==> config.mk <==
export PLATFORM = sky130hd
export DESIGN_NAME = ppcfg_top
export DESIGN_NICKNAME = d
export VERILOG_FILES = /design/src/hw/ppcfg_top.v /design/src/hw/ppcfg_rt_decode.v
export VERILOG_INCLUDE_DIRS = /design/src /design/src/hw
export SDC_FILE = /design/constraint.sdc
export NUM_CORES = 1
export LEC_CHECK = 0
export BUFFER_PORTS_ARGS = -buffer_cell sky130_fd_sc_hd__clkbuf_2
export CORE_MARGIN = 2
export CORE_UTILIZATION = 45
export DETAILED_ROUTE_END_ITERATION = 12
export PLACE_DENSITY = 0.66
export SYNTH_ARGS = -nofsm -noshare
export SYNTH_HDL_FRONTEND = slang
export SYNTH_HIERARCHICAL = 1
export SYNTH_SLANG_ARGS = --single-unit
==> constraint.sdc <==
create_clock -name ref_clk -period 4.7 [get_ports ref_clk]
set_input_delay 0.94 -clock ref_clk [delete_from_list [all_inputs] [get_ports ref_clk]]
set_output_delay 0.94 -clock ref_clk [all_outputs]
set_load 0.1 [all_outputs]
==> src/hw/ppcfg_map.vh <==
// Purpose: constants for the parallel port configuration block
// Assumes: 8-bit configuration index space, 16-bit runtime address
// Notes: definitions only
`ifndef PPCFG_MAP_VH
`define PPCFG_MAP_VH
// ===========================================================
// configuration indexes
`define PPCFG_IDX_ACTIVATE 8'h30
`define PPCFG_IDX_BASE_HIGH 8'h60
`define PPCFG_IDX_BASE_LOW 8'h61
`define PPCFG_IDX_IRQ_NUM 8'h70
`define PPCFG_IDX_IRQ_KIND 8'h71
`define PPCFG_IDX_DMA 8'h74
`define PPCFG_IDX_DMA2 8'h75
`define PPCFG_IDX_PORT_CFG 8'hF0
// ===========================================================
// reset values
`define PPCFG_RST_ACTIVATE 8'h00
`define PPCFG_RST_BASE_HIGH 8'h02
`define PPCFG_RST_BASE_LOW 8'h78
`define PPCFG_RST_IRQ_NUM 8'h07
`define PPCFG_RST_IRQ_KIND 8'h02
`define PPCFG_RST_DMA 8'h04
`define PPCFG_VAL_DMA2 8'h04
`define PPCFG_RST_PORT_CFG 8'hF2
// ===========================================================
// field masks and positions
`define PPCFG_MASK_BASE_HIGH 8'h07
`define PPCFG_MASK_BASE_LOW 8'hFC
`define PPCFG_MASK_IRQ_KIND 8'h02
`define PPCFG_MASK_PORT_CFG 8'hF3
`define PPCFG_BIT_EXT_ACCESS 4
`define PPCFG_BIT_CLOCK_ON 1
`define PPCFG_BIT_FLOAT 0
`define PPCFG_BIT_ACTIVE 0
// ===========================================================
// runtime offsets and mode field
`define PPCFG_OFS_MODE_CTRL 12'h402
`define PPCFG_OFS_EXT_A 12'h403
`define PPCFG_OFS_EXT_B 12'h404
`define PPCFG_OFS_EXT_C 12'h405
`define PPCFG_MODE_MSB 7
`define PPCFG_MODE_LSB 5
`define PPCFG_MODE_EPP 3'h4
`define PPCFG_MODE_EXTENDED 3'h7
`define PPCFG_RST_MODE_CTRL 8'h00
`endif

==> src/hw/ppcfg_top.v <==
// Purpose: configuration logical device of a parallel port
// Assumes: one clock, synchronous active-high reset
// Notes: runtime port logic lives outside; this block gates it
//
// Operation
// - reset loads port configuration F2h
// - bit 4 clear blocks 403h-405h access
// - bit 1 clear gates off port clock
// - bit 0 set floats outputs when inactive
// - interrupt kind bit 0 shows mode
// - mode comes from mode control register
// - mode selects decoded registers, address bits
// - 13 registers over 12 entries decoded
// - four indirect extended-mode registers provided
// - base high bits 7:3 read zero
// - base low bits 1:0 read zero
// - index 75h always reads 04h
// - inactive device blocks runtime access
//
// Our own choice: the address-and-strobe port.
`timescale 1ns/1ps
`default_nettype none
module ppcfg_top (
  input wire ref_clk,
  input wire reset,
  input wire [7:0] cfgAddr,
  input wire [7:0] cfgWrData,
  input wire cfgWrite,
  input wire cfgRead,
  output reg [7:0] cfgRdData,
  input wire [15:0] rtAddr,
  input wire [7:0] rtWrData,
  input wire rtWrite,
  input wire rtRead,
  output reg [7:0] rtRdData,
  output reg rtHit,
  output reg portClockEnable,
  output reg portFloat,
  output reg portActive,
  output reg [15:0] portBase,
  output reg [7:0] portIrqNumber,
  output reg portIrqLevel,
  output reg [7:0] portDmaChannel,
  output reg [2:0] portMode
);
  `include "ppcfg_map.vh"
  reg [7:0] portActivate;
  reg [7:0] baseAddressHigh;
  reg [7:0] baseAddressLow;
  reg [7:0] interruptLineNumber;
  reg [7:0] interruptKind;
  reg [7:0] dmaChannelChoice;
  reg [7:0] portConfiguration;
  reg [7:0] portModeControlRegister;
  reg [7:0] extReg [0:3];
  reg [7:0] next_cfgRdData;
  reg [7:0] next_rtRdData;
  reg next_rtHit;
  wire hitStd;
  wire hitModeCtrl;
  wire hitExt;
  wire [1:0] extSel;
  wire [2:0] modeNow;
  wire activeNow;
  wire extMode;
  wire [1:0] extIndex;
  assign modeNow = portModeControlRegister[`PPCFG_MODE_MSB:`PPCFG_MODE_LSB];
  assign activeNow = portActivate[`PPCFG_BIT_ACTIVE];
  assign extMode = (modeNow == `PPCFG_MODE_EXTENDED);
  // ===========================================================
  // runtime decode
  ppcfg_rt_decode ppcfg_rt_decode_i (
    .rtAddr(rtAddr),
    .baseAddr({baseAddressHigh, baseAddressLow}),
    .portMode(modeNow),
    .active(activeNow),
    .extAccess(portConfiguration[`PPCFG_BIT_EXT_ACCESS]),
    .hitStd(hitStd),
    .hitModeCtrl(hitModeCtrl),
    .hitExt(hitExt),
    .extSel(extSel)
  );
  // entry 405h holds the second-level offset; 404h is the indirect data window
  assign extIndex = extReg[2][1:0];
  // ===========================================================
  // configuration registers
  always @(posedge ref_clk) begin
    if (reset) begin
      portActivate <= `PPCFG_RST_ACTIVATE;
      baseAddressHigh <= `PPCFG_RST_BASE_HIGH;
      baseAddressLow <= `PPCFG_RST_BASE_LOW;
      interruptLineNumber <= `PPCFG_RST_IRQ_NUM;
      interruptKind <= `PPCFG_RST_IRQ_KIND;
      dmaChannelChoice <= `PPCFG_RST_DMA;
      portConfiguration <= `PPCFG_RST_PORT_CFG;
    end else if (cfgWrite) begin
      if (cfgAddr == `PPCFG_IDX_ACTIVATE) begin
        portActivate <= cfgWrData;
      end else if (cfgAddr == `PPCFG_IDX_BASE_HIGH) begin
        baseAddressHigh <= cfgWrData & `PPCFG_MASK_BASE_HIGH;
      end else if (cfgAddr == `PPCFG_IDX_BASE_LOW) begin
        baseAddressLow <= cfgWrData & `PPCFG_MASK_BASE_LOW;
      end else if (cfgAddr == `PPCFG_IDX_IRQ_NUM) begin
        interruptLineNumber <= cfgWrData;
      end else if (cfgAddr == `PPCFG_IDX_IRQ_KIND) begin
        interruptKind <= cfgWrData & `PPCFG_MASK_IRQ_KIND;
      end else if (cfgAddr == `PPCFG_IDX_DMA) begin
        dmaChannelChoice <= cfgWrData;
      end else if (cfgAddr == `PPCFG_IDX_PORT_CFG) begin
        // bits 7:5 kept as written (software keeps them ones)
        portConfiguration <= cfgWrData & `PPCFG_MASK_PORT_CFG;
      end
    end
  end
  // ===========================================================
  // configuration read
  always @* begin
    next_cfgRdData = 8'h00;
    if (cfgAddr == `PPCFG_IDX_ACTIVATE) begin
      next_cfgRdData = portActivate;
    end else if (cfgAddr == `PPCFG_IDX_BASE_HIGH) begin
      next_cfgRdData = baseAddressHigh;
    end else if (cfgAddr == `PPCFG_IDX_BASE_LOW) begin
      next_cfgRdData = baseAddressLow;
    end else if (cfgAddr == `PPCFG_IDX_IRQ_NUM) begin
      next_cfgRdData = interruptLineNumber;
    end else if (cfgAddr == `PPCFG_IDX_IRQ_KIND) begin
      next_cfgRdData = {interruptKind[7:1], extMode};
    end else if (cfgAddr == `PPCFG_IDX_DMA) begin
      next_cfgRdData = dmaChannelChoice;
    end else if (cfgAddr == `PPCFG_IDX_DMA2) begin
      next_cfgRdData = `PPCFG_VAL_DMA2;
    end else if (cfgAddr == `PPCFG_IDX_PORT_CFG) begin
      next_cfgRdData = portConfiguration;
    end
  end
  // ===========================================================
  // runtime registers owned here
  // mode control keeps its value with the clock gated, as registers are maintained
  always @(posedge ref_clk) begin
    if (reset) begin
      portModeControlRegister <= `PPCFG_RST_MODE_CTRL;
    end else if (rtWrite && hitModeCtrl) begin
      portModeControlRegister <= rtWrData;
    end
  end
  genvar gi;
  generate
    for (gi = 0; gi < 4; gi = gi + 1) begin : gExt
      always @(posedge ref_clk) begin
        if (reset) begin
          extReg[gi] <= 8'h00;
        end else if (rtWrite && hitExt) begin
          if (gi < 3 && {30'h0, extSel} == gi) begin
            extReg[gi] <= rtWrData;
          end else if (gi == 3 && extSel == 2'h1 && extIndex == 2'h3) begin
            extReg[gi] <= rtWrData;
          end
        end
      end
    end
  endgenerate
  // ===========================================================
  // runtime read; blocked accesses return zero and no hit
  always @* begin
    next_rtRdData = 8'h00;
    next_rtHit = 1'b0;
    if (rtRead) begin
      if (hitModeCtrl) begin
        next_rtRdData = portModeControlRegister;
        next_rtHit = 1'b1;
      end else if (hitExt) begin
        next_rtHit = 1'b1;
        if (extSel == 2'h1) begin
          next_rtRdData = extReg[{1'b0, extIndex[0]} + (extIndex[1] ? 2'h2 : 2'h0)];
        end else begin
          next_rtRdData = extReg[extSel];
        end
      end else if (hitStd) begin
        next_rtHit = 1'b1;
      end
    end
  end
  // ===========================================================
  // registered outputs
  always @(posedge ref_clk) begin
    if (reset) begin
      cfgRdData <= 8'h00;
      rtRdData <= 8'h00;
      rtHit <= 1'b0;
      portClockEnable <= 1'b0;
      portFloat <= 1'b0;
      portActive <= 1'b0;
      portBase <= 16'h0000;
      portIrqNumber <= 8'h00;
      portIrqLevel <= 1'b0;
      portDmaChannel <= 8'h00;
      portMode <= 3'h0;
    end else begin
      cfgRdData <= cfgRead ? next_cfgRdData : 8'h00;
      rtRdData <= next_rtRdData;
      rtHit <= next_rtHit;
      portClockEnable <= activeNow && portConfiguration[`PPCFG_BIT_CLOCK_ON];
      portFloat <= !activeNow && portConfiguration[`PPCFG_BIT_FLOAT];
      portActive <= activeNow;
      portBase <= {baseAddressHigh, baseAddressLow};
      portIrqNumber <= interruptLineNumber;
      portIrqLevel <= extMode;
      portDmaChannel <= dmaChannelChoice;
      portMode <= modeNow;
    end
  end
endmodule // ppcfg_top
`default_nettype wire

==> src/hw/ppcfg_rt_decode.v <==
// Purpose: runtime address decode for the parallel port
// Assumes: inputs synchronous to the caller's clock
// Notes: purely combinational
`timescale 1ns/1ps
`default_nettype none
module ppcfg_rt_decode (
  input wire [15:0] rtAddr,
  input wire [15:0] baseAddr,
  input wire [2:0] portMode,
  input wire active,
  input wire extAccess,
  output reg hitStd,
  output reg hitModeCtrl,
  output reg hitExt,
  output reg [1:0] extSel
);
  `include "ppcfg_map.vh"
  reg [15:0] stdMask;
  reg [11:0] ofs;
  reg [15:0] hiBase;
  // ===========================================================
  // decode
  always @* begin
    // epp mode spans eight bytes, others four
    if (portMode == `PPCFG_MODE_EPP) begin
      stdMask = 16'hFFF8;
    end else begin
      stdMask = 16'hFFFC;
    end
    hiBase = baseAddr + 16'h0400;
    ofs = rtAddr[11:0] - baseAddr[11:0];
    hitStd = active && ((rtAddr & stdMask) == (baseAddr & stdMask));
    hitModeCtrl = 1'b0;
    hitExt = 1'b0;
    extSel = 2'h0;
    if (active && rtAddr[15:3] == hiBase[15:3]) begin
      if (ofs == `PPCFG_OFS_MODE_CTRL) begin
        hitModeCtrl = 1'b1;
      end else if (extAccess && portMode == `PPCFG_MODE_EXTENDED) begin
        if (ofs == `PPCFG_OFS_EXT_A) begin
          hitExt = 1'b1;
          extSel = 2'h0;
        end else if (ofs == `PPCFG_OFS_EXT_B) begin
          hitExt = 1'b1;
          extSel = 2'h1;
        end else if (ofs == `PPCFG_OFS_EXT_C) begin
          hitExt = 1'b1;
          extSel = 2'h2;
        end
      end
    end
  end
endmodule // ppcfg_rt_decode
`default_nettype wire

==> results of run 1 <==
## worst max path at each step
stage / startpoint / end / slack (ns) / depth (start not counted)
floorplan: rtAddr[4] / rtRdData[2]$_SDFF_PP0_ / 0.93 / 12
global placement: rtAddr[4] / extReg[3][6]$_SDFFCE_PN0P_ / 0.74 / 10
detailed placement: rtAddr[4] / extReg[3][6]$_SDFFCE_PN0P_ / 0.59 / 10
CTS: rtAddr[4] / extReg[3][3]$_SDFFCE_PN0P_ / 0.99 / 10
global route: rtAddr[4] / rtRdData[4]$_SDFF_PP0_ / 0.65 / 13
finish: rtAddr[4] / rtRdData[4]$_SDFF_PP0_ / 0.92 / 13
## registers in the layout (all words and copies together) (netlist names), 3 cells and up
signal	flops
baseAddressHigh	3
baseAddressLow	6
portBase	9
portDmaChannel	8
portConfiguration	6
dmaChannelChoice	8
portActivate	8
interruptLineNumber	8
portIrqNumber	8
extReg	32
portMode	3
rtRdData	8
portModeControlRegister	8
cfgRdData	8
## metrics by stage
stage                     hold WS (ns)  instance area [sq um]  power, mW  worst slack [ns]  std cells
final                            0.457                   7320       2.74             0.917        921
after global routing             0.485                   7320       2.83             0.646        921
after CTS                        0.460                   7320       2.75             0.985        921
after detailed placement         0.450                   6710       1.41             0.585        889
after global placement           0.443                   6710       1.40             0.740        889
after floorplan                  0.432                   6160       1.35             0.928        651
## Yosys cell counts (all sizes together) (4+ instances only)
cell	number
o21ai	24
inv	25
buf	18
a211o	14
nand2b	9
and3	4
nor3	11
a21oi	35
mux2	7
nor4	9
o21a	4
nand2	35
nand3b	4
dfxtp	97
a222oi	6
nor2	50
a21o	6
nand4	6
a221oi	7
clkbuf	18
o2bb2ai	9
ha	12
xnor2	7
nor2b	47
nand3	29
xor2	7
edfxtp	32
mux2i	26
and2	34
## logic make-up (layout without fill, tap and decap cells)
family	Yosys count	after routing	synth area share
buffers and inverters	61	155	0.0465
multiplexers	33	33	0.0558
other	1	24	0.000617
flip-flops	129	129	0.478
AO/OA/AOI/OAI	126	126	0.141
AND/OR/NAND/NOR	251	251	0.230
XOR/XNOR	14	14	0.0202
adder cells (fa/ha/maj)	13	13	0.0280
## layout make-up
type                    count  share of cell area
flip-flops and latches    129               0.397
repair buffers             98              0.0684
multi-input cells         461               0.408
well taps                 176              0.0301
clock buffers              21              0.0631
clock inverters            11              0.0207
inverters                  25              0.0128
## routing by layer
metal / global-route usage / share of wire
met5: 0 / 0
met4: 0.0807 / 0.022
met3: 0.0524 / 0.053
met2: 0.379 / 0.50
met1: 0.267 / 0.42
## report_power, final
group	leakage (nW)	total, mW	switching (mW)	internal [mW]
Clock	0.287	1.35	0.482	0.868
Combinational	1.57	0.218	0.158	0.0599
Sequential	1.09	1.17	0.0129	1.16
Total	2.95	2.74	0.653	2.08
## critical path, delay by kind of cell
kind	cells	cell delay, ns
XOR/XNOR	1	0.21
buffers and inverters	1	0.09
adder cells (fa/ha/maj)	1	0.40
AND/OR/NAND/NOR	4	1.38
AO/OA/AOI/OAI	6	1.10
==> results.json, run 1 <==
{
  "timing.hold.worst_path_depth": 2,
  "hold-path-endpoint": "portActivate[2]$_SDFFE_PP0P_",
  "clock_pin_slew_on_the_worst_setup_and_hold_paths_ns": 0.06,
  "p_leak_nw": 2.95,
  "design.die.area_sq_um": 14500,
  "reg2reg_from": "baseAddressHigh[2]$_SDFFE_PP0P_",
  "post_synth_num_cell_types": 62,
  "fmaxAchievable_ghz": 0.264,
  "relSlewSlack": 0.315,
  "layout-area-overhead-vs-synth_pct": 20.5,
  "synth_top_area_frac": 0.320,
  "crit_chain": "clkbuf_2 -> ha_1 -> a21oi_1 -> nand2_1 -> a41oi_1 -> o31ai_1 -> xnor2_1 -> nor4b_2 -> nor3b_1 -> o21ai_0 -> a21oi_1 -> a221oi_1 -> nor2_1",
  "seq_cells_post_synth": 129,
  "worst_ir_drop_vdd_uv": 259,
  "layout-drive-gt1-share": 0.197,
  "critical_path.endpoint_type": "register",
  "number_of_cell_rows": 42,
  "vias": 5050,
  "dominantRegCellSynth": "sky130_fd_sc_hd__dfxtp_1",
  "antenna_violating_nets_post_route": 0,
  "timing.final.crit_share": 0.805,
  "place.port_buffers": 94,
  "floorplan.core_area_sq_um": 13200,
  "wire_length_of_the_first_global_routing_pass_microns": 24700,
  "timing.critical_path.slowest_cell_delay_ns": 0.65,
  "setup_tns_ns": 0,
  "timing_worst_slew_pin_value_ns": 1.03,
  "cts_made_buffers": 17,
  "multi_input_area_sq_um": 2990,
  "finalCriticalPeriod_ns": 3.78,
  "first_global_vias": 4988,
  "h-tree-depth": 4,
  "worstHoldStart": "portActivate[2]$_SDFFE_PP0P_",
  "grt_util_all_layers": 0.220,
  "final_max_slew_viol_count": 0,
  "cts.sinks": 129,
  "slowest_stage": "sky130_fd_sc_hd__nor3b_1",
  "critPathLaunchType": "primary input",
  "final-seq-area_sq_um": 2900,
  "dr.pass1.iters": 5,
  "initial_core_util": 0.461,
  "drt_drc_violations_left": 0,
  "crit_path_max_fanout": 8,
  "worstSetupPathType": "in -> reg",
  "vert_die_dim_microns": 120,
  "synth_sequential_area_ratio": 0.478,
  "routed_wirelength_microns": 15200,
  "chipWidth_microns": 120,
  "nets": 791,
  "synth-async-reset-ratio": 0,
  "register_to_register_path_depth": 12,
  "global_route.overflow_total": 0,
  "drt_first_iter_violations": 365,
  "synth.largest_area_cell": "sky130_fd_sc_hd__dfxtp_1",
  "cpMostUsedCell": "sky130_fd_sc_hd__a21oi_1",
  "grt_setup_unrepaired": "no",
  "yosys_warnings": 6,
  "layout_common_cells": "sky130_fd_sc_hd__dfxtp_1, sky130_fd_sc_hd__clkbuf_2, sky130_fd_sc_hd__nor2_1",
  "clk-insertion-delay-late_ns": 0.42,
  "netlist_area_sq_um": 6080,
  "synth_edf_count": 32,
  "drv_cap": 0,
  "run_status": "completed",
  "cts_tree": "yes",
  "cts.root.buffer_cell": "sky130_fd_sc_hd__clkbuf_16",
  "worst_ep_required_time_ns": 5.05,
  "synthesis.instances": 628,
  "hpwl_microns": 11200,
  "fin_worst_skew_ns": 0.00752,
  "layout_commonest_cell": "sky130_fd_sc_hd__dfxtp_1",
  "fillers": 1205,
  "layout.core_utilization": 0.555,
  "globalplace.congestion": 0.878,
  "pin_count_of_the_biggest_net_entering_global_routing": 51,
  "power_per_cell_area_nw_per_um2": 374,
  "timing.hold.worst.class": "reg -> reg",
  "postCtsSetupRepairBufs": 0,
  "via_density_per_instance": 5.48,
  "average_routed_wire_per_standard_cell_microns": 16.5,
  "maximum_buffer_depth_of_the_clock_tree": 2,
  "syn-mean-instance-area_sq_um": 9.68,
  "setup_violations": 0,
  "synth.top_cells.by_area": "sky130_fd_sc_hd__dfxtp_1, sky130_fd_sc_hd__edfxtp_1, sky130_fd_sc_hd__nor2b_1, sky130_fd_sc_hd__mux2i_1, sky130_fd_sc_hd__and2_1",
  "ctsResizeCount": 0,
  "insertedDiodeCount": 0,
  "final_hold_viol_count": 0,
  "grt_antenna_before_repair": 0,
  "r2r_setup_slack_ns": 1.09,
  "cp.arrival_ns": 4.13,
  "cts_hold_buffers": 0,
  "num_io_pins": 102,
  "r2r_end": "rtRdData[4]$_SDFF_PP0_"
}
(Power assumes the default switching activity.)
==> run 2, diff against run 1 <==
- clock period: 4.7 -> 3.9 ns (I/O delays scaled with it)
==> run 2 against run 1 <==
  * Sequential share of layout area down 0.59 points
  * Critical path depth decreased by 1
  * Global-route usage hardly changed
  * Clock power is 30% higher
  * Register-to-register slack got worse by 0.68 ns
  * Sequential power grew 21%
  * Critical path type unchanged
  * Largest power group unchanged
==> results.json, run 2 (same netlist as run 1, synthesis figures left out) <==
{
  "grt_antenna_before_repair": 0,
  "layout-drive-gt1-share": 0.211,
  "nets": 799,
  "final_hold_viol_count": 0,
  "dr.pass1.iters": 5,
  "timing_worst_slew_pin_value_ns": 0.816,
  "wire_length_of_the_first_global_routing_pass_microns": 24800,
  "cts.root.buffer_cell": "sky130_fd_sc_hd__clkbuf_16",
  "h-tree-depth": 4,
  "power_switching_share": 0.233,
  "critical_path.endpoint_type": "register",
  "clk-insertion-delay-late_ns": 0.42,
  "drt_first_iter_violations": 435,
  "global_route.overflow_total": 0,
  "largest_register_ffs": 32,
  "cell_internal_power_mw": 2.63,
  "vert_die_dim_microns": 120,
  "cts_made_buffers": 17,
  "reg2reg_from": "baseAddressLow[4]$_SDFFE_PP1P_",
  "number_of_cell_rows": 42,
  "initial_core_util": 0.461,
  "layout-area-overhead-vs-synth_pct": 22.3,
  "floorplan.core_area_sq_um": 13200,
  "worstHoldStart": "portModeControlRegister[0]$_SDFFE_PP0P_",
  "r2r_end": "extReg[0][1]$_SDFFCE_PN0P_",
  "timing.critical_path.slowest_cell_delay_ns": 0.66,
  "postCtsSetupRepairBufs": 0,
  "average_routed_wire_per_standard_cell_microns": 16.9,
  "pwr-share-seq": 0.411,
  "pin_count_of_the_biggest_net_entering_global_routing": 40,
  "setup_violations": 0,
  "layout_common_cells": "sky130_fd_sc_hd__dfxtp_1, sky130_fd_sc_hd__clkbuf_2, sky130_fd_sc_hd__nor2_1",
  "largestRegisters": "extReg (32), portBase (9)",
  "relSlewSlack": 0.452,
  "relative_contribution_of_combinational_cells_to_total_power": 0.078,
  "maximum_buffer_depth_of_the_clock_tree": 2,
  "layoutNonFillerInstCount": 929,
  "timing.hold.worst.class": "reg -> reg",
  "fin_total_pwr_mw": 3.43,
  "final_max_slew_viol_count": 0,
  "num_io_pins": 102,
  "worst_slack_setup_final_ns": 0.368,
  "place.port_buffers": 94,
  "dpl_worst_slack_ns": 0.00433,
  "clock_pin_slew_on_the_worst_setup_and_hold_paths_ns": 0.05,
  "first_global_vias": 5000,
  "r2r_setup_slack_ns": 0.41,
  "timing.hold.worst_path_depth": 2,
  "via_density_per_instance": 5.51,
  "run_status": "completed",
  "layout_commonest_cell": "sky130_fd_sc_hd__dfxtp_1",
  "worst_ep_required_time_ns": 4.18,
  "critPathLaunchType": "primary input",
  "drv_cap": 0,
  "cts.sinks": 129,
  "routed_wirelength_microns": 15700,
  "cts_hold_buffers": 0,
  "register_to_register_path_depth": 12,
  "vias": 5123,
  "fin_worst_skew_ns": 0.00942,
  "globalplace.congestion": 0.907,
  "crit_path_max_fanout": 11,
  "insertedDiodeCount": 0,
  "fmaxAchievable_ghz": 0.283,
  "cts_tree": "yes",
  "timing.final.crit_share": 0.906,
  "worstSetupStartpoint": "rtAddr[4]",
  "ctsResizeCount": 0,
  "hold-path-endpoint": "portModeControlRegister[0]$_SDFFE_PP0P_",
  "setup_tns_ns": 0,
  "chipWidth_microns": 120,
  "cpLargestDelayFamily": "simple AND/OR/NAND/NOR gates",
  "worst_ir_drop_vdd_uv": 460,
  "timing.critical_path.buf_inv": 2,
  "worstSetupPathType": "in -> reg",
  "part_of_the_power_in_the_clock_network": 0.511,
  "netSwitchingPower_uw": 801,
  "slowest_stage": "sky130_fd_sc_hd__nor3_1",
  "cp.arrival_ns": 3.81,
  "grt_setup_unrepaired": "no",
  "antenna_violating_nets_post_route": 0,
  "finalCriticalPeriod_ns": 3.53,
  "hpwl_microns": 11400,
  "p_leak_nw": 3.03,
  "power_per_cell_area_nw_per_um2": 462,
  "grt_util_all_layers": 0.220,
  "crit_chain": "clkbuf_2 -> ha_1 -> a21oi_1 -> nand2_1 -> a41oi_1 -> o31ai_1 -> xnor2_1 -> nor4_1 -> buf_4 -> nand3b_1 -> nor3_1 -> and2_1",
  "design.die.area_sq_um": 14500,
  "largest_register_by_flop_count": "extReg",
  "numPlacedInstances": 897,
  "drt_drc_violations_left": 0
}
==> run 2: worst min-delay path, cell delays in order, from the launching register on <==
cell                      delay [ns]
sky130_fd_sc_hd__dfxtp_1        0.31
sky130_fd_sc_hd__nand2_1        0.05
sky130_fd_sc_hd__a21oi_1        0.05
==> run 2: routing by layer <==
metal | track usage | up-vias | wire length [microns] | part of all wire
met1 | 0.270 | 2436 | 6620 | 0.42
met3 | 0.0491 | 48 | 804 | 0.051
li1 | - | 2434 | - | -
met4 | 0.0908 | 0 | 501 | 0.032
met5 | 0 | - | 0 | 0
met2 | 0.373 | 205 | 7750 | 0.49
==> run 2: per-stage QoR <==
step	utilization	hold WS [ns]	cell area [sq um]
detailed placement	0.513	0.451	6770
global route	0.563	0.488	7430
global placement	0.513	0.442	6770
floorplan	-	0.432	6160
finish	0.563	0.460	7430
CTS	0.563	0.459	7430
==> run 2: worst max path at each step <==
stage	endpoint	slack, ns	depth (start not counted)
4_1_cts	extReg[0][1]$_SDFFCE_PN0P_	0.42	11
2_1_floorplan	rtRdData[2]$_SDFF_PP0_	0.29	12
6_report	extReg[0][1]$_SDFFCE_PN0P_	0.37	12
3_3_place_gp	extReg[0][1]$_SDFFCE_PN0P_	0.14	11
5_1_grt	extReg[0][0]$_SDFFCE_PN0P_	0.17	10
3_5_place_dp	extReg[0][1]$_SDFFCE_PN0P_	0.004	11
==> run 2: layout make-up <==
class | instances | area (sq um)
fillers | 1167 | 5760
clock buffers | 21 | 492
inverters | 25 | 93.8
flip-flops and latches | 129 | 2900
well taps | 176 | 220
clock inverters | 11 | 171
multi-input cells | 461 | 2990
repair buffers | 106 | 561
==> run 2: power by group through the flow <==
| stage | registers [mW] | logic, mW | clock network [mW] |
|---|---|---|---|
| floorplan | 1.47 | 0.157 | 0 |
| global placement | 1.44 | 0.260 | 0 |
| detailed placement | 1.44 | 0.265 | 0 |
| CTS | 1.41 | 0.266 | 1.77 |
| global route | 1.41 | 0.288 | 1.82 |
| finish | 1.41 | 0.269 | 1.75 |
